`src/logic/csc_pkg.sv`:
```
// constants, field layout and carrier types of the capacitive sense control
// Summary of operation
// - Mux puts the oscillator on exactly one of four pins by channel_select; none while sense_enable is 0.
// - When enabled, channel_select places the oscillator on that pin.
// - Read-only osc_direction_status: 1 sourcing, 0 sinking current.
// - Oscillator output can clock either timer_a or timer_b.
// - reference_range_select 1: DAC and fixed_reference; 0: rail thresholds.
// - current_range_select 01 low, 10 medium, 11 high; low range 00 is off.
// - High range: current_range_select 00 selects noise detection, not off.
// - Noise detection drops pin current; rest of oscillator stays active.
// - Noise detection: comparator toggles from pin noise are counted.
// - timer_a counts oscillator when external source and ext select set.
// - timer_b counts oscillator when timer_b_clock_select equals 11.
// - timer_b off unless timer_b_on; gate_enable limits counts to gate open.
// - Counting timer increments once per oscillator cycle.
// - sense_enable 0 ignores channel_select and connects no sense pin.
// - timer_a internal source counts core clock divided by four.
package csc_pkg;

  localparam int unsigned CSC_ADDR_W = 5;
  localparam int unsigned CSC_DATA_W = 32;
  localparam int unsigned CSC_NUM_CH = 4;
  localparam int unsigned CSC_SYNC_STAGES = 2;
  localparam int unsigned CSC_INSTR_DIV = 4;

  // byte offsets, one aligned word each
  localparam logic [CSC_ADDR_W-1:0] CSC_OFS_CTRL0  = 5'h00;
  localparam logic [CSC_ADDR_W-1:0] CSC_OFS_CTRL1  = 5'h04;
  localparam logic [CSC_ADDR_W-1:0] CSC_OFS_TA_CFG = 5'h08;
  localparam logic [CSC_ADDR_W-1:0] CSC_OFS_TA_CNT = 5'h0C;
  localparam logic [CSC_ADDR_W-1:0] CSC_OFS_TB_CFG = 5'h10;
  localparam logic [CSC_ADDR_W-1:0] CSC_OFS_TB_CNT = 5'h14;

  // ctrl0 fields
  localparam int unsigned CSC_SENSE_EN_BIT  = 7;
  localparam int unsigned CSC_REF_RANGE_BIT = 6;
  localparam int unsigned CSC_CUR_LSB       = 2;
  localparam int unsigned CSC_DIR_BIT       = 1;
  localparam int unsigned CSC_TA_EXT_BIT    = 0;
  // ctrl1 fields
  localparam int unsigned CSC_CHAN_LSB      = 0;
  // timer_a config fields
  localparam int unsigned CSC_TA_SRC_BIT    = 0;
  localparam int unsigned CSC_TA_OVF_BIT    = 1;
  // timer_b config fields
  localparam int unsigned CSC_TB_ON_BIT     = 0;
  localparam int unsigned CSC_TB_GATE_EN_BIT = 1;
  localparam int unsigned CSC_TB_GATE_TOG_BIT = 2;
  localparam int unsigned CSC_TB_CLK_LSB    = 4;
  localparam int unsigned CSC_TB_GATE_LVL_BIT = 6;

  // reset values
  localparam logic [1:0] CSC_RST_CUR  = 2'h0;
  localparam logic [1:0] CSC_RST_CHAN = 2'h0;
  localparam logic [1:0] CSC_RST_TB_CLK = 2'h0;

  // current_range_select codes
  localparam logic [1:0] CSC_CUR_OFF_NOISE = 2'h0;

  // timer_b_clock_select codes
  localparam logic [1:0] CSC_TB_CLK_INSTR = 2'h0;
  localparam logic [1:0] CSC_TB_CLK_CORE  = 2'h1;
  localparam logic [1:0] CSC_TB_CLK_OSC   = 2'h3;

  typedef struct packed {
    logic [CSC_NUM_CH-1:0] pin_connect;
    logic                  ref_variable;
    logic                  osc_on;
    logic                  current_on;
    logic [1:0]            current_level;
  } csc_analog_t;

endpackage

```
`src/logic/csc_top.sv`:
```
// capacitive sense control: pin mux, mode decode, timers, Avalon-MM slave
`timescale 1ns/10ps
`default_nettype none
module csc_top
  import csc_pkg::*;
#(
  parameter int unsigned NUM_CH = CSC_NUM_CH,
  parameter int unsigned TA_W   = 8,
  parameter int unsigned TB_W   = 16
) (
  input  wire logic                  core_clk,
  input  wire logic                  rstn,
  input  wire logic [CSC_ADDR_W-1:0] avs_address,
  input  wire logic                  avs_read,
  input  wire logic                  avs_write,
  input  wire logic [CSC_DATA_W-1:0] avs_writedata,
  input  wire logic [3:0]            avs_byteenable,
  output logic      [CSC_DATA_W-1:0] avs_readdata,
  output logic                       avs_waitrequest,
  input  wire logic                  osc_comp_in,
  input  wire logic                  ext_clk_pin_in,
  input  wire logic                  gate_pin_in,
  output csc_analog_t                analog_ctl
);

  generate
    if (NUM_CH != CSC_NUM_CH) begin : g_bad_ch
      $error("csc_top serves exactly four sense pins");
    end
    if (TA_W < 2 || TA_W > 8) begin : g_bad_ta
      $error("csc_top timer_a width must be 2 to 8");
    end
    if (TB_W < 9 || TB_W > 16) begin : g_bad_tb
      $error("csc_top timer_b width must be 9 to 16");
    end
    if (CSC_INSTR_DIV < 2 || CSC_INSTR_DIV > 4) begin : g_bad_div
      $error("csc_top instruction divider must be 2 to 4");
    end
    if (CSC_SYNC_STAGES < 2) begin : g_bad_sync
      $error("csc_top needs two synchroniser stages");
    end
  endgenerate

  // ---------------- configuration state
  logic            sense_en_reg;
  logic            ref_range_reg;
  logic [1:0]      cur_reg;
  logic            ta_ext_reg;
  logic [1:0]      chan_reg;
  logic            ta_src_reg;
  logic            ta_ovf_reg;
  logic            ta_ovf_next;
  logic            tb_on_reg;
  logic            tb_gate_en_reg;
  logic            tb_gate_tog_reg;
  logic [1:0]      tb_clk_reg;
  logic [TA_W-1:0] ta_cnt_reg;
  logic [TA_W-1:0] ta_cnt_next;
  logic [TB_W-1:0] tb_cnt_reg;
  logic [TB_W-1:0] tb_cnt_next;
  logic            gate_flip_reg;
  logic [1:0]      div_reg;
  logic            ack_reg;
  logic [CSC_DATA_W-1:0] rdata_reg;
  csc_analog_t     analog_reg;
  csc_analog_t     analog_next;

  // ---------------- bus decode
  // only the listed offsets decode; anything else reads 0 and drops writes
  wire access_w   = avs_read | avs_write;
  wire wr_fire_w  = avs_write & ack_reg;
  wire sel_ctrl0  = (avs_address == CSC_OFS_CTRL0);
  wire sel_ctrl1  = (avs_address == CSC_OFS_CTRL1);
  wire sel_ta_cfg = (avs_address == CSC_OFS_TA_CFG);
  wire sel_ta_cnt = (avs_address == CSC_OFS_TA_CNT);
  wire sel_tb_cfg = (avs_address == CSC_OFS_TB_CFG);
  wire sel_tb_cnt = (avs_address == CSC_OFS_TB_CNT);
  wire wr_b0_w    = wr_fire_w & avs_byteenable[0];
  wire wr_b1_w    = wr_fire_w & avs_byteenable[1];
  wire wr_ctrl0   = wr_b0_w & sel_ctrl0;
  wire wr_ctrl1   = wr_b0_w & sel_ctrl1;
  wire wr_ta_cfg  = wr_b0_w & sel_ta_cfg;
  wire wr_ta_cnt  = wr_b0_w & sel_ta_cnt;
  wire wr_tb_cfg  = wr_b0_w & sel_tb_cfg;
  wire wr_tb_lo   = wr_b0_w & sel_tb_cnt;
  wire wr_tb_hi   = wr_b1_w & sel_tb_cnt;

  // one wait cycle per access; write lands where waitrequest is low
  assign avs_waitrequest = access_w & ~ack_reg;
  assign avs_readdata    = rdata_reg;

  // ---------------- synchronised inputs
  logic osc_level;
  logic osc_rise;
  logic ext_rise;
  logic gate_level;

  // comparator output is async to core_clk; counts come from its sync edge
  csc_sync_edge #(.STAGES(CSC_SYNC_STAGES)) u_sync_osc (
    .core_clk (core_clk),
    .rstn     (rstn),
    .async_in (osc_comp_in),
    .level    (osc_level),
    .rise     (osc_rise)
  );

  csc_sync_edge #(.STAGES(CSC_SYNC_STAGES)) u_sync_ext (
    .core_clk (core_clk),
    .rstn     (rstn),
    .async_in (ext_clk_pin_in),
    .level    (),
    .rise     (ext_rise)
  );

  csc_sync_edge #(.STAGES(CSC_SYNC_STAGES)) u_sync_gate (
    .core_clk (core_clk),
    .rstn     (rstn),
    .async_in (gate_pin_in),
    .level    (gate_level),
    .rise     ()
  );

  // ---------------- analog mode decode
  wire cur_zero_w   = (cur_reg == CSC_CUR_OFF_NOISE);
  wire noise_mode_w = ref_range_reg & cur_zero_w;
  wire osc_run_w    = sense_en_reg & ~(~ref_range_reg & cur_zero_w);
  wire [NUM_CH-1:0] pin_sel_w;

  // one compare per sense pin: the codes are distinct, so at most one is set
  for (genvar ch = 0; ch < NUM_CH; ch++) begin : g_pin
    assign pin_sel_w[ch] = sense_en_reg & (chan_reg == 2'(ch));
  end

  always_comb begin
    analog_next               = '0;
    analog_next.pin_connect   = pin_sel_w;
    analog_next.ref_variable  = ref_range_reg;
    analog_next.osc_on        = osc_run_w;
    analog_next.current_on    = osc_run_w & ~noise_mode_w;
    analog_next.current_level = cur_reg;
  end

  assign analog_ctl = analog_reg;

  // edges only count while the oscillator is meant to run; noise mode keeps
  // counting comparator toggles, so activity on a quiet pad shows as counts
  wire osc_tick_w   = osc_rise & analog_reg.osc_on;
  wire instr_tick_w = (div_reg == 2'(CSC_INSTR_DIV - 1));

  // ---------------- timer_a
  wire ta_tick_w = ta_src_reg ? (ta_ext_reg ? osc_tick_w : ext_rise)
                              : instr_tick_w;
  wire ta_ovf_set_w = ta_tick_w & (&ta_cnt_reg);
  wire ta_ovf_clr_w = wr_ta_cfg & avs_writedata[CSC_TA_OVF_BIT];

  // load from software wins over a tick, so a clear starts a clean window
  assign ta_cnt_next = wr_ta_cnt ? avs_writedata[TA_W-1:0]
                     : (ta_tick_w ? TA_W'(ta_cnt_reg + 1'b1) : ta_cnt_reg);
  // an overflow in the clearing cycle stays flagged
  assign ta_ovf_next = ta_ovf_set_w | (ta_ovf_reg & ~ta_ovf_clr_w);

  // ---------------- timer_b
  wire tb_src_w = (tb_clk_reg == CSC_TB_CLK_OSC)   ? osc_tick_w
                : (tb_clk_reg == CSC_TB_CLK_INSTR) ? instr_tick_w
                : (tb_clk_reg == CSC_TB_CLK_CORE)  ? 1'b1
                : ext_rise;
  // toggle gate flips on each timer_a overflow: one overflow period per window
  wire gate_open_w = tb_gate_tog_reg ? gate_flip_reg : gate_level;
  wire tb_tick_w   = tb_on_reg & (~tb_gate_en_reg | gate_open_w)
                   & tb_src_w;
  wire [TB_W-1:0] tb_inc_w = tb_tick_w ? TB_W'(tb_cnt_reg + 1'b1) : tb_cnt_reg;

  // byte lanes let software load the wide count over a narrow path
  always_comb begin
    tb_cnt_next = tb_inc_w;
    if (wr_tb_lo) begin
      tb_cnt_next[7:0] = avs_writedata[7:0];
    end
    if (wr_tb_hi) begin
      tb_cnt_next[TB_W-1:8] = avs_writedata[TB_W-1:8];
    end
  end

  // ---------------- read mux
  // read words are placed by the shared field positions, so the bus view
  // cannot drift from the write decode; unused bits read 0
  logic [CSC_DATA_W-1:0] rd_ctrl0_w;
  logic [CSC_DATA_W-1:0] rd_ctrl1_w;
  logic [CSC_DATA_W-1:0] rd_ta_cfg_w;
  logic [CSC_DATA_W-1:0] rd_tb_cfg_w;

  always_comb begin
    rd_ctrl0_w                    = '0;
    rd_ctrl0_w[CSC_SENSE_EN_BIT]  = sense_en_reg;
    rd_ctrl0_w[CSC_REF_RANGE_BIT] = ref_range_reg;
    rd_ctrl0_w[CSC_CUR_LSB +: 2]  = cur_reg;
    rd_ctrl0_w[CSC_DIR_BIT]       = osc_level;
    rd_ctrl0_w[CSC_TA_EXT_BIT]    = ta_ext_reg;
  end

  always_comb begin
    rd_ctrl1_w                    = '0;
    rd_ctrl1_w[CSC_CHAN_LSB +: 2] = chan_reg;
  end

  always_comb begin
    rd_ta_cfg_w                 = '0;
    rd_ta_cfg_w[CSC_TA_SRC_BIT] = ta_src_reg;
    rd_ta_cfg_w[CSC_TA_OVF_BIT] = ta_ovf_reg;
  end

  // gate level reads back live, so software can see where a toggle window is
  always_comb begin
    rd_tb_cfg_w                      = '0;
    rd_tb_cfg_w[CSC_TB_ON_BIT]       = tb_on_reg;
    rd_tb_cfg_w[CSC_TB_GATE_EN_BIT]  = tb_gate_en_reg;
    rd_tb_cfg_w[CSC_TB_GATE_TOG_BIT] = tb_gate_tog_reg;
    rd_tb_cfg_w[CSC_TB_CLK_LSB +: 2] = tb_clk_reg;
    rd_tb_cfg_w[CSC_TB_GATE_LVL_BIT] = gate_open_w;
  end
  wire [CSC_DATA_W-1:0] rd_mux_w =
      sel_ctrl0  ? rd_ctrl0_w
    : sel_ctrl1  ? rd_ctrl1_w
    : sel_ta_cfg ? rd_ta_cfg_w
    : sel_ta_cnt ? CSC_DATA_W'(ta_cnt_reg)
    : sel_tb_cfg ? rd_tb_cfg_w
    : sel_tb_cnt ? CSC_DATA_W'(tb_cnt_reg)
    : '0;

  // ---------------- bus handshake
  // read data are captured in the wait cycle and stand in the answer cycle
  always_ff @(posedge core_clk or negedge rstn) begin
    if (!rstn) begin
      ack_reg   <= 1'b0;
      rdata_reg <= '0;
    end else begin
      ack_reg <= access_w & ~ack_reg;
      if (avs_read & ~ack_reg) begin
        rdata_reg <= rd_mux_w;
      end
    end
  end

  // ---------------- control registers
  always_ff @(posedge core_clk or negedge rstn) begin
    if (!rstn) begin
      sense_en_reg  <= 1'b0;
      ref_range_reg <= 1'b0;
      cur_reg       <= CSC_RST_CUR;
      ta_ext_reg    <= 1'b0;
      chan_reg      <= CSC_RST_CHAN;
      ta_src_reg    <= 1'b0;
    end else begin
      if (wr_ctrl0) begin
        sense_en_reg  <= avs_writedata[CSC_SENSE_EN_BIT];
        ref_range_reg <= avs_writedata[CSC_REF_RANGE_BIT];
        cur_reg       <= avs_writedata[CSC_CUR_LSB +: 2];
        ta_ext_reg    <= avs_writedata[CSC_TA_EXT_BIT];
      end
      if (wr_ctrl1) begin
        chan_reg <= avs_writedata[CSC_CHAN_LSB +: 2];
      end
      if (wr_ta_cfg) begin
        ta_src_reg <= avs_writedata[CSC_TA_SRC_BIT];
      end
    end
  end

  always_ff @(posedge core_clk or negedge rstn) begin
    if (!rstn) begin
      tb_on_reg       <= 1'b0;
      tb_gate_en_reg  <= 1'b0;
      tb_gate_tog_reg <= 1'b0;
      tb_clk_reg      <= CSC_RST_TB_CLK;
    end else if (wr_tb_cfg) begin
      tb_on_reg       <= avs_writedata[CSC_TB_ON_BIT];
      tb_gate_en_reg  <= avs_writedata[CSC_TB_GATE_EN_BIT];
      tb_gate_tog_reg <= avs_writedata[CSC_TB_GATE_TOG_BIT];
      tb_clk_reg      <= avs_writedata[CSC_TB_CLK_LSB +: 2];
    end
  end

  // ---------------- counters and mode outputs
  // mode outputs are registered so the pad never sees decode glitches;
  // the instruction divider free-runs from reset
  always_ff @(posedge core_clk or negedge rstn) begin
    if (!rstn) begin
      div_reg       <= 2'h0;
      ta_cnt_reg    <= '0;
      ta_ovf_reg    <= 1'b0;
      tb_cnt_reg    <= '0;
      gate_flip_reg <= 1'b0;
      analog_reg    <= '0;
    end else begin
      div_reg       <= instr_tick_w ? 2'h0 : 2'(div_reg + 1'b1);
      ta_cnt_reg    <= ta_cnt_next;
      ta_ovf_reg    <= ta_ovf_next;
      tb_cnt_reg    <= tb_cnt_next;
      gate_flip_reg <= gate_flip_reg ^ ta_ovf_set_w;
      analog_reg    <= analog_next;
    end
  end

endmodule // csc_top
`default_nettype wire

```
`src/logic/csc_sync_edge.sv`:
```
// two-stage synchroniser with rising-edge pulse for an asynchronous input
`timescale 1ns/10ps
`default_nettype none
module csc_sync_edge #(
  parameter int unsigned STAGES = 2
) (
  input  wire logic core_clk,
  input  wire logic rstn,
  input  wire logic async_in,
  output logic      level,
  output logic      rise
);

  logic [STAGES-1:0] sync_reg;
  logic              prev_reg;
  logic              rise_reg;

  generate
    if (STAGES < 2) begin : g_bad
      $error("csc_sync_edge needs at least two stages");
    end
  endgenerate

  // first stage is only read by the next stage
  always_ff @(posedge core_clk or negedge rstn) begin
    if (!rstn) begin
      sync_reg <= '0;
      prev_reg <= 1'b0;
      rise_reg <= 1'b0;
    end else begin
      sync_reg <= {sync_reg[STAGES-2:0], async_in};
      prev_reg <= sync_reg[STAGES-1];
      rise_reg <= sync_reg[STAGES-1] & ~prev_reg;
    end
  end

  assign level = sync_reg[STAGES-1];
  assign rise  = rise_reg;

endmodule // csc_sync_edge
`default_nettype wire

```
`config.mk`:
```
export PLATFORM = sky130hd
export DESIGN_NAME = csc_top
export DESIGN_NICKNAME = d
export VERILOG_FILES = /design/src/logic/csc_pkg.sv /design/src/logic/csc_top.sv /design/src/logic/csc_sync_edge.sv
export SDC_FILE = /design/constraint.sdc
export NUM_CORES = 1
export LEC_CHECK = 0
export ABC_AREA = 1
export BUFFER_PORTS_ARGS = -buffer_cell sky130_fd_sc_hd__buf_2
export CAP_MARGIN = 20
export CORE_AREA = 4 4 87 89
export CTS_BUF_LIST = sky130_fd_sc_hd__clkbuf_8
export DETAILED_ROUTE_END_ITERATION = 16
export DIE_AREA = 0 0 91 93
export PLACE_DENSITY = 0.85
export SYNTH_ARGS = -nofsm -noshare
export SYNTH_HDL_FRONTEND = slang
export SYNTH_SLANG_ARGS = --single-unit
```
`constraint.sdc`:
```
create_clock -name core_clk -period 4.3 [get_ports core_clk]
set_input_delay 0.43 -clock core_clk [delete_from_list [all_inputs] [get_ports core_clk]]
set_output_delay 0.43 -clock core_clk [all_outputs]
set_load 0.05 [all_outputs]
```
# == Word-level counts from Yosys, hierarchy flattened ==
# Index checks and enable logic that the tools add are counted.
# totals
mem_bits_ro,0
register_bits,93
inputBits,48
out_inout_bits,42
ramBits,0
wordCells,110
mem_count,0
latchBits,0
# classes
n_reduce_logical,8
bitwise_logic,40
div,0
n_shift,0
n_mul,0
n_lt_le_gt_ge,0
add_sub_neg,3
muxes,18
n_eq_ne,11
# ops
op,count
two-way mux 16 bit,7
two-way mux 8 bit,4
AND 1 bit,28
"adder 16 x 1 -> 16 bit, second input constant",1
"== test 5 x 4 -> 1 bit, second input constant",2
"== test 5 bit, second input constant",2
"adder 8 x 1 -> 8 bit, second input constant",1
"== test 2 bit, second input constant",4
NOT 1 bit,8
AND reduction 8 bit,1
logical NOT 2 bit,3
two-way mux 1 bit,6
nonzero test 2 bit,3
"== test 5 x 3 -> 1 bit, second input constant",1
logical NOT 5 bit,1
"== test 2 x 1 -> 1 bit, second input constant",2
OR 1 bit,3
"adder 2 x 1 -> 2 bit, second input constant",1
two-way mux 2 bit,1
XOR 1 bit,1

# == Depth between registers and ports, before layout ==
# Gate-level depths: netlist of run 1.
# logic_depth
word_depth,7
mapped_depth,10
mapped_depth_nobuf,10

# == By module ==
# From an unflattened synthesis of run 1, not the netlist that was laid out.
# unflattened
hier_cells,536
area_unflattened_um2,4142.7
# by_module_without_submodules
mod,area_per_inst_um2,instances,seq_area_each_um2,cells_per_inst
csc_top,3812.4,1,1676.6,518
csc_sync_edge,110.1,3,100.1,6

# == Least setup slack after synthesis of run 1 ==
# No wires, ideal clock.
# synth_path
path_kind,input port to output port
start,input avs_write
end,output avs_waitrequest
path_slack_ns,2.743
n_path_buf,0
required_ns,3.870
path_stages,2
arrival_ns,1.127
cell_sequence,nor2_1 -> nor2_1
# synth_between
elab_chain_cells,2
# synth_lines
item,line,rtl
start: declaration,csc_top.sv:15,"input wire logic avs_write,"
OR 1 bit,csc_top.sv:70,wire access_w = avs_read | avs_write;
AND 1 bit,csc_top.sv:89,assign avs_waitrequest = access_w & ~ack_reg;
end: declaration,csc_top.sv:19,"output logic avs_waitrequest,"
# Every way passes these cells.

# == Final worst setup path of run 1 ==
# layout_path
start,input avs_address[1]
end,register tb_cnt_reg[5]
# layout_between
elab_chain_cells,3
word_cells_on_any_way,4
cone_classes,1 x eq/ne; 1 x mux; 1 x bitwise; 1 x reduce/logical
# layout_lines
item,line,rtl
start: declaration,csc_top.sv:13,"input wire logic [CSC_ADDR_W-1:0] avs_address,"
== test 5 bit *,csc_top.sv:77,wire sel_tb_cnt = (avs_address == CSC_OFS_TB_CNT);
AND 1 bit *,csc_top.sv:85,wire wr_tb_lo = wr_b0_w & sel_tb_cnt;
two-way mux 8 bit / nonzero test 2 bit (equally long branches),n/a,
end signal: assignment,csc_top.sv:298,tb_cnt_reg <= tb_cnt_next;
end: declaration,csc_top.sv:59,logic [TB_W-1:0] tb_cnt_reg;
# Every way passes the cells marked *; elsewhere a longest branch is shown, timed or not.
# A chain may end at the register's enable or synchronous reset.

==> results.py, run 1 <==
metrics = {
    "power": {
        "swShare_pct": 37.77,
        "clkPwrFrac_pct": 25.0,
        "p_sw_uw": 756.3,
        "power_density_nw_per_um2": 447.2,
        "seq_power_share_pct": 48.4,
        "p_leak_nw": 2.407,
        "combPwrFrac_pct": 26.6,
        "ir_drop_mv": 0.3397,
        "p_int_mw": 1.246,
    },
    "global_routing": {
        "use_met3_pct": 3.701,
        "grt_busiest_layer": "met2",
        "track_usage_pct": 23.00,
        "grt_max_degree": 78,
        "grt-ovfl-total": 0,
        "grtUsageMet2_pct": 34.58,
        "grt_first_pass_wirelength_um": 15420,
        "grt_pass1_vias": 3258,
        "antenna_found_initial": 0,
        "use_met1_pct": 32.71,
    },
    "detailed_routing": {
        "drt_first_pass_iters": 5,
        "vias_per_cell": 5.436,
        "drc": 0,
        "ant_nets": 0,
        "wl_per_cell_um": 13.99,
        "drtIter0Drc": 308,
        "vias": 3626,
        "wl_um": 9331,
    },
    "setup_path": {
        "cp_data_arrival_time_ns": 2.11,
        "reg2reg_to": "tb_cnt_reg[1]$_DFFE_PN0P_",
        "worstSetupStartpointType": "input port",
        "cp_max_fo": 13,
        "worstPathRequired_ns": 4.53,
        "crit_path_end_kind": "flip-flop",
        "critPathKind": "input port to flip-flop",
        "regToRegSetupSlack_ns": 2.42,
        "reg2reg_depth": 8,
        "r2r-start": "div_reg[0]$_DFF_PN0_",
    },
    "placed_design": {
        "gp_congestion": 0.8960,
        "hpwlAfterDp_um": 6954,
        "portBuffers": 55,
        "place_area_um2": 4293,
    },
    "floorplan": {
        "dieArea_um2": 8463,
        "core_um2": 6756,
        "initial_core_util_pct": 59.69,
        "rows": 30,
        "die_w_um": 91,
        "fp.dieH_um": 93,
        "io_pins": 90,
    },
    "finish": {
        "n_antenna_cell": 0,
        "drive_above_1_share_pct": 16.18,
        "area_delta_synth_final_pct": 11.05,
        "nNetsFinal": 633,
        "nFillCells": 566,
        "fin_area_um2": 4478,
    },
    "outcome": {
        "status": "completed",
    },
    "clock_tree": {
        "cts.sinks": 77,
        "cts_resized": 0,
        "clockBufferDepth": 2,
        "cts_tree": "built",
        "post-cts-setup-buffers": 0,
        "numCtsBuffers": 9,
        "holdBufCountCts": 0,
        "clk_pin_slew_ns": 0.08,
        "cts_root_buf": "clkbuf_8",
        "clk_latency_ns": 0.35,
        "ctsHtreeMaxLevel": 3,
    },
    "sta": {
        "setup_viol": 0,
        "drv_slew": 0,
        "hold_viol": 0,
        "worstMarginPinSlew_ns": 0.9448,
        "fin_setup_tns_ns": 0,
        "fin_crit_sh_pct": 43.76,
        "rsz0062_at_grt": "false",
        "max_freq_ghz": 0.5314,
        "max-slew-margin-rel_pct": 37.02,
        "period_needed_ns": 1.882,
        "fin_skew_ns": 0.005013,
    },
    "synthesis": {
        "synthMostInstantiatedCell": "nand2_1",
        "yosysTopAreaCell": "dfrtp_1",
        "synth_seq_area_share_pct": 47.78,
        "netlist_top_cells_area": "dfrtp_1, nand2_1, nand3_1",
        "synth_ff_type": "dfrtp_1",
        "synth-edff-count": 0,
        "avgSynthCellArea_um2": 7.652,
        "netlist.area_leader.share_pct": 47.78,
        "synth_warnings": 0,
        "yosys-top-cells-count": "nand2_1, dfrtp_1, nand3_1",
        "async_reset_ff_share_pct": 100.0,
        "syn_inst": 527,
        "ys_ff_latch": 77,
        "netlist_area_um2": 4033,
        "synth_cell_types": 31,
    },
    "hold_path": {
        "hold_start": "gate_pin_in",
        "holdPathStages": 1,
        "holdPathEnd": "u_sync_gate.sync_reg[0]$_DFF_PN0_",
        "holdCritPathClass": "input port to flip-flop",
    },
    "job": {
        "max_cap_violations": 0,
    },
}
==> layout by cell type (no fill, tap or decap), types with 3 or more instances in the layout <==
cell | Yosys | final
nand2_1 | 159 | 159
dfrtp_1 | 77 | 77
nand3_1 | 59 | 59
buf_2 | 4 | 54
inv_1 | 51 | 51
nor2_1 | 43 | 43
o21ai_0 | 32 | 32
conb_1 | 1 | 16
nand4_1 | 13 | 13
a21oi_1 | 11 | 11
clkbuf_8 | 0 | 11
nor3_1 | 8 | 8
xor2_1 | 8 | 8
inv_2 | 6 | 6
or2_2 | 5 | 5
nor2_2 | 4 | 4
nand2_2 | 4 | 4
clkinv_2 | 1 | 3
ha_1 | 3 | 3
==> worst max path at each step <==
stage / endpoint / cells past startpoint / slack (ns) / from
final: tb_cnt_reg[5]$_DFFE_PN0P_ / 9 / 2.42 / avs_address[1]
after global routing: tb_cnt_reg[5]$_DFFE_PN0P_ / 9 / 2.21 / avs_address[1]
after CTS: tb_cnt_reg[5]$_DFFE_PN0P_ / 8 / 2.45 / div_reg[0]$_DFF_PN0_
after detailed placement: tb_cnt_reg[5]$_DFFE_PN0P_ / 9 / 2.09 / avs_address[1]
after global placement: tb_cnt_reg[6]$_DFFE_PN0P_ / 9 / 2.13 / avs_address[1]
after floorplan: avs_waitrequest / 2 / 2.74 / avs_write
==> layer usage <==
layer / wire length (um) / vias up
met3: 798 / 20
li1: - / 1765
met1: 4227 / 1671
met4: 204 / 0
met5: 0 / -
met2: 4100 / 170
==> critical path: stages <==
cell	delay (ns)
buf_2	0.11
nor2_2	0.42
nand3_4	0.16
nor2_2	0.39
inv_2	0.08
nand2_1	0.24
inv_2	0.13
nand2_1	0.08
nand3_1	0.07
==> cell families after synthesis <==
| group | after synthesis | share of synthesized area [%] |
|---|---|---|
| AOI/OAI and AO/OA | 50 | 6.422 |
| buffers and inverters | 84 | 9.742 |
| and+or+nand+nor | 302 | 32.86 |
| DFF | 77 | 47.78 |
| adders and majority gates | 3 | 0.9309 |
| other | 1 | 0.09299 |
| xor gates and xnor gates | 10 | 2.172 |
==> power groups by stage <==
stage	logic (mW)	clock network (mW)	registers, mW
3_5_place_dp	0.525	0	0.977
6_report	0.533	0.501	0.969
2_1_floorplan	0.364	0	0.996
5_1_grt	0.607	0.539	0.985
3_3_place_gp	0.509	0	0.972
4_1_cts	0.529	0.511	0.964
==> per-stage QoR <==
step / worst slack (ns) / hold slack, ns / util [%] / instances / power [mW]
final: 2.418 / 0.1840 / 66.28 / 667 / 2.003
after global routing: 2.212 / 0.1641 / 66.28 / 667 / 2.132
after CTS: 2.452 / 0.1635 / 66.28 / 667 / 2.004
after detailed placement: 2.085 / 0.3448 / 63.54 / 651 / 1.502
after global placement: 2.129 / 0.3317 / 63.54 / 651 / 1.480
after floorplan: 2.743 / 0.1344 / - / 542 / 1.360
==> cell type report <==
cell class                 instances  area (um2)  share of cell area [%]
multi-input combinational        381        1769                   39.51
timing repair buffer              55       277.8                   6.203
sequential                        77        1927                   43.03
inverter                          58       219.0                   4.890
clock buffer                      11       151.4                   3.381
clock inverter                     5       33.78                  0.7544
tap                               80       100.1                   2.235
(Power assumes the default switching activity.)
==> run 2, diff against run 1 <==
Settings changed: CORE_AREA 4 4 87 89 to 4 4 90 92, DIE_AREA 0 0 91 93 to 0 0 94 96, PLACE_DENSITY 0.85 to 0.8.
Clock period 4.3 ns to 1.8 ns, I/O delays scaled along.
==> results.py, run 2 (synthesis results as in run 1) <==
metrics = {
    "global_routing": {
        "grtUsageMet2_pct": 35.48,
        "grt_max_degree": 69,
        "grt_busiest_layer": "met2",
        "use_met3_pct": 3.518,
        "grt_first_pass_wirelength_um": 15790,
        "track_usage_pct": 22.49,
        "use_met1_pct": 31.66,
        "grt_pass1_vias": 3374,
        "grt-ovfl-total": 0,
        "antenna_found_initial": 0,
    },
    "hold_path": {
        "holdPathStages": 3,
        "holdCritPathClass": "input port to flip-flop",
        "hold_start": "avs_writedata[1]",
        "holdPathEnd": "ta_cnt_reg[1]$_DFFE_PN0P_",
    },
    "setup_path": {
        "cpMostUsedCell": "nand2_1",
        "reg2reg_to": "tb_cnt_reg[4]$_DFFE_PN0P_",
        "reg2reg_depth": 8,
        "cp_num_buf_inv": 0,
        "r2r-start": "tb_cnt_reg[1]$_DFFE_PN0P_",
        "crit_path_end_kind": "flip-flop",
        "cp_slowest_cell": "dfrtp_1",
        "cp_max_fo": 6,
        "worstPathRequired_ns": 2.08,
        "worstSetupStartpointType": "flip-flop",
        "cp_top_family": "simple AND/OR/NAND/NOR gates",
        "slowest_delay_ns": 0.45,
        "regToRegSetupSlack_ns": 0.10,
        "path_cells": "ha_1, nand2_1, nor2_1, or2_2, nand2_1, o21ai_0, nand2_1, nand2_1",
        "cp_data_arrival_time_ns": 1.98,
        "critPathKind": "flip-flop to flip-flop",
    },
    "floorplan": {
        "rows": 31,
        "core_um2": 7214,
        "fp.dieH_um": 96,
        "initial_core_util_pct": 55.90,
        "die_w_um": 94,
        "dieArea_um2": 9024,
        "io_pins": 90,
    },
    "clock_tree": {
        "post-cts-setup-buffers": 0,
        "cts_root_buf": "clkbuf_8",
        "ctsHtreeMaxLevel": 3,
        "cts.sinks": 77,
        "cts_tree": "built",
        "clk_latency_ns": 0.34,
        "clockBufferDepth": 2,
        "clk_pin_slew_ns": 0.07,
        "numCtsBuffers": 9,
    },
    "finish": {
        "drive_above_1_share_pct": 17.33,
        "layout_commonest_cell": "nand2_1",
        "post-route-util_pct": 64.27,
        "nFillCells": 630,
        "n_antenna_cell": 0,
        "nNetsFinal": 647,
        "mostFrequentLayoutCells": "nand2_1, dfrtp_1, nand3_1, buf_2, inv_1",
        "area_delta_synth_final_pct": 14.99,
    },
    "detailed_routing": {
        "vias_per_cell": 5.312,
        "wl_per_cell_um": 13.79,
        "vias": 3713,
        "ant_nets": 0,
        "drt_first_pass_iters": 5,
        "drtIter0Drc": 368,
        "wl_um": 9636,
        "drc": 0,
    },
    "power": {
        "p_leak_nw": 2.488,
        "power_density_nw_per_um2": 1057,
        "ir_drop_mv": 0.5934,
    },
    "sta": {
        "period_needed_ns": 1.699,
        "setup_viol": 0,
        "hold_viol": 0,
        "max_freq_ghz": 0.5886,
        "worst_slack_ns": 0.1009,
        "fin_crit_sh_pct": 94.39,
        "drv_slew": 0,
        "fin_skew_ns": 0.01050,
        "rsz0062_at_grt": "false",
        "fin_setup_tns_ns": 0,
    },
    "placed_design": {
        "portBuffers": 55,
        "hpwlAfterDp_um": 7221,
        "gp_congestion": 0.9119,
        "preCtsSetupSlack_ns": 0.1726,
    },
    "outcome": {
        "status": "completed",
    },
    "job": {
        "max_cap_violations": 0,
    },
}
[run 2: changes by cell type in the layout (fill, tap and decap cells not counted), sizes merged]
cell,delta
dlygate4sd3,+4
clkinvlp,-2
clkinv,+1
buf,+10
bufinv,+1
clkbuf,-1
[run 2: metrics by stage]
| step | cells | instance area [um2] | hold WS, ns | power, mW |
|---|---|---|---|---|
| 2_1_floorplan | 542 | 4089 | -0.1156 | 3.248 |
| 3_3_place_gp | 680 | 4404 | 0.02093 | 3.572 |
| 3_5_place_dp | 680 | 4404 | 0.02216 | 3.628 |
| 4_1_cts | 699 | 4634 | 0.07579 | 4.901 |
| 5_1_grt | 699 | 4637 | 0.07935 | 5.207 |
| 6_report | 699 | 4637 | 0.08278 | 4.902 |
[run 2: layer usage]
metal  vias up  wire (um)
met5         -          0
met4         0        164
met3        18        858
met2       163       4432
met1      1733       4179
li1       1799          -
[run 2: cell type report]
type / count / area, um2 / area share (%)
Clock buffer: 10 / 137.6 / 2.968
Clock inverter: 5 / 52.55 / 1.133
Inverter: 58 / 219.0 / 4.722
Multi-Input combinational cell: 381 / 1772 / 38.21
Sequential cell: 77 / 1927 / 41.55
Tap cell: 99 / 123.9 / 2.671
Timing Repair Buffer: 69 / 405.4 / 8.743
[run 2: worst max-delay path by stage]
| stage | startpoint | endpoint | depth (start not counted) |
|---|---|---|---|
| after floorplan | analog_ctl[3]$_DFF_PN0_ | tb_cnt_reg[6]$_DFFE_PN0P_ | 9 |
| after global placement | tb_cnt_reg[1]$_DFFE_PN0P_ | tb_cnt_reg[4]$_DFFE_PN0P_ | 8 |
| after detailed placement | tb_cnt_reg[1]$_DFFE_PN0P_ | tb_cnt_reg[4]$_DFFE_PN0P_ | 8 |
| after CTS | tb_cnt_reg[1]$_DFFE_PN0P_ | tb_cnt_reg[4]$_DFFE_PN0P_ | 8 |
| after global routing | tb_cnt_reg[1]$_DFFE_PN0P_ | tb_cnt_reg[4]$_DFFE_PN0P_ | 8 |
| final | tb_cnt_reg[1]$_DFFE_PN0P_ | tb_cnt_reg[4]$_DFFE_PN0P_ | 8 |
[run 2: worst register-to-register path: stages, from the launching register on]
cell,delay [ns]
dfrtp_1,0.45
ha_1,0.24
nand2_1,0.11
nor2_1,0.35
or2_2,0.18
nand2_1,0.04
o21ai_0,0.15
nand2_1,0.06
nand2_1,0.06
[run 2: power breakdown]
group	internal (mW)	leakage (nW)	total [mW]	switching [mW]
clock network	0.664	0.103	1.27	0.605
logic	0.436	1.43	1.33	0.897
registers	2.00	0.955	2.30	0.303
[run 2: timing repair]
item,CTS,global route
hold buffers,4,0
endpoints found under the hold margin,80,0
resized for setup,0,1
endpoints found under the setup margin,0,7
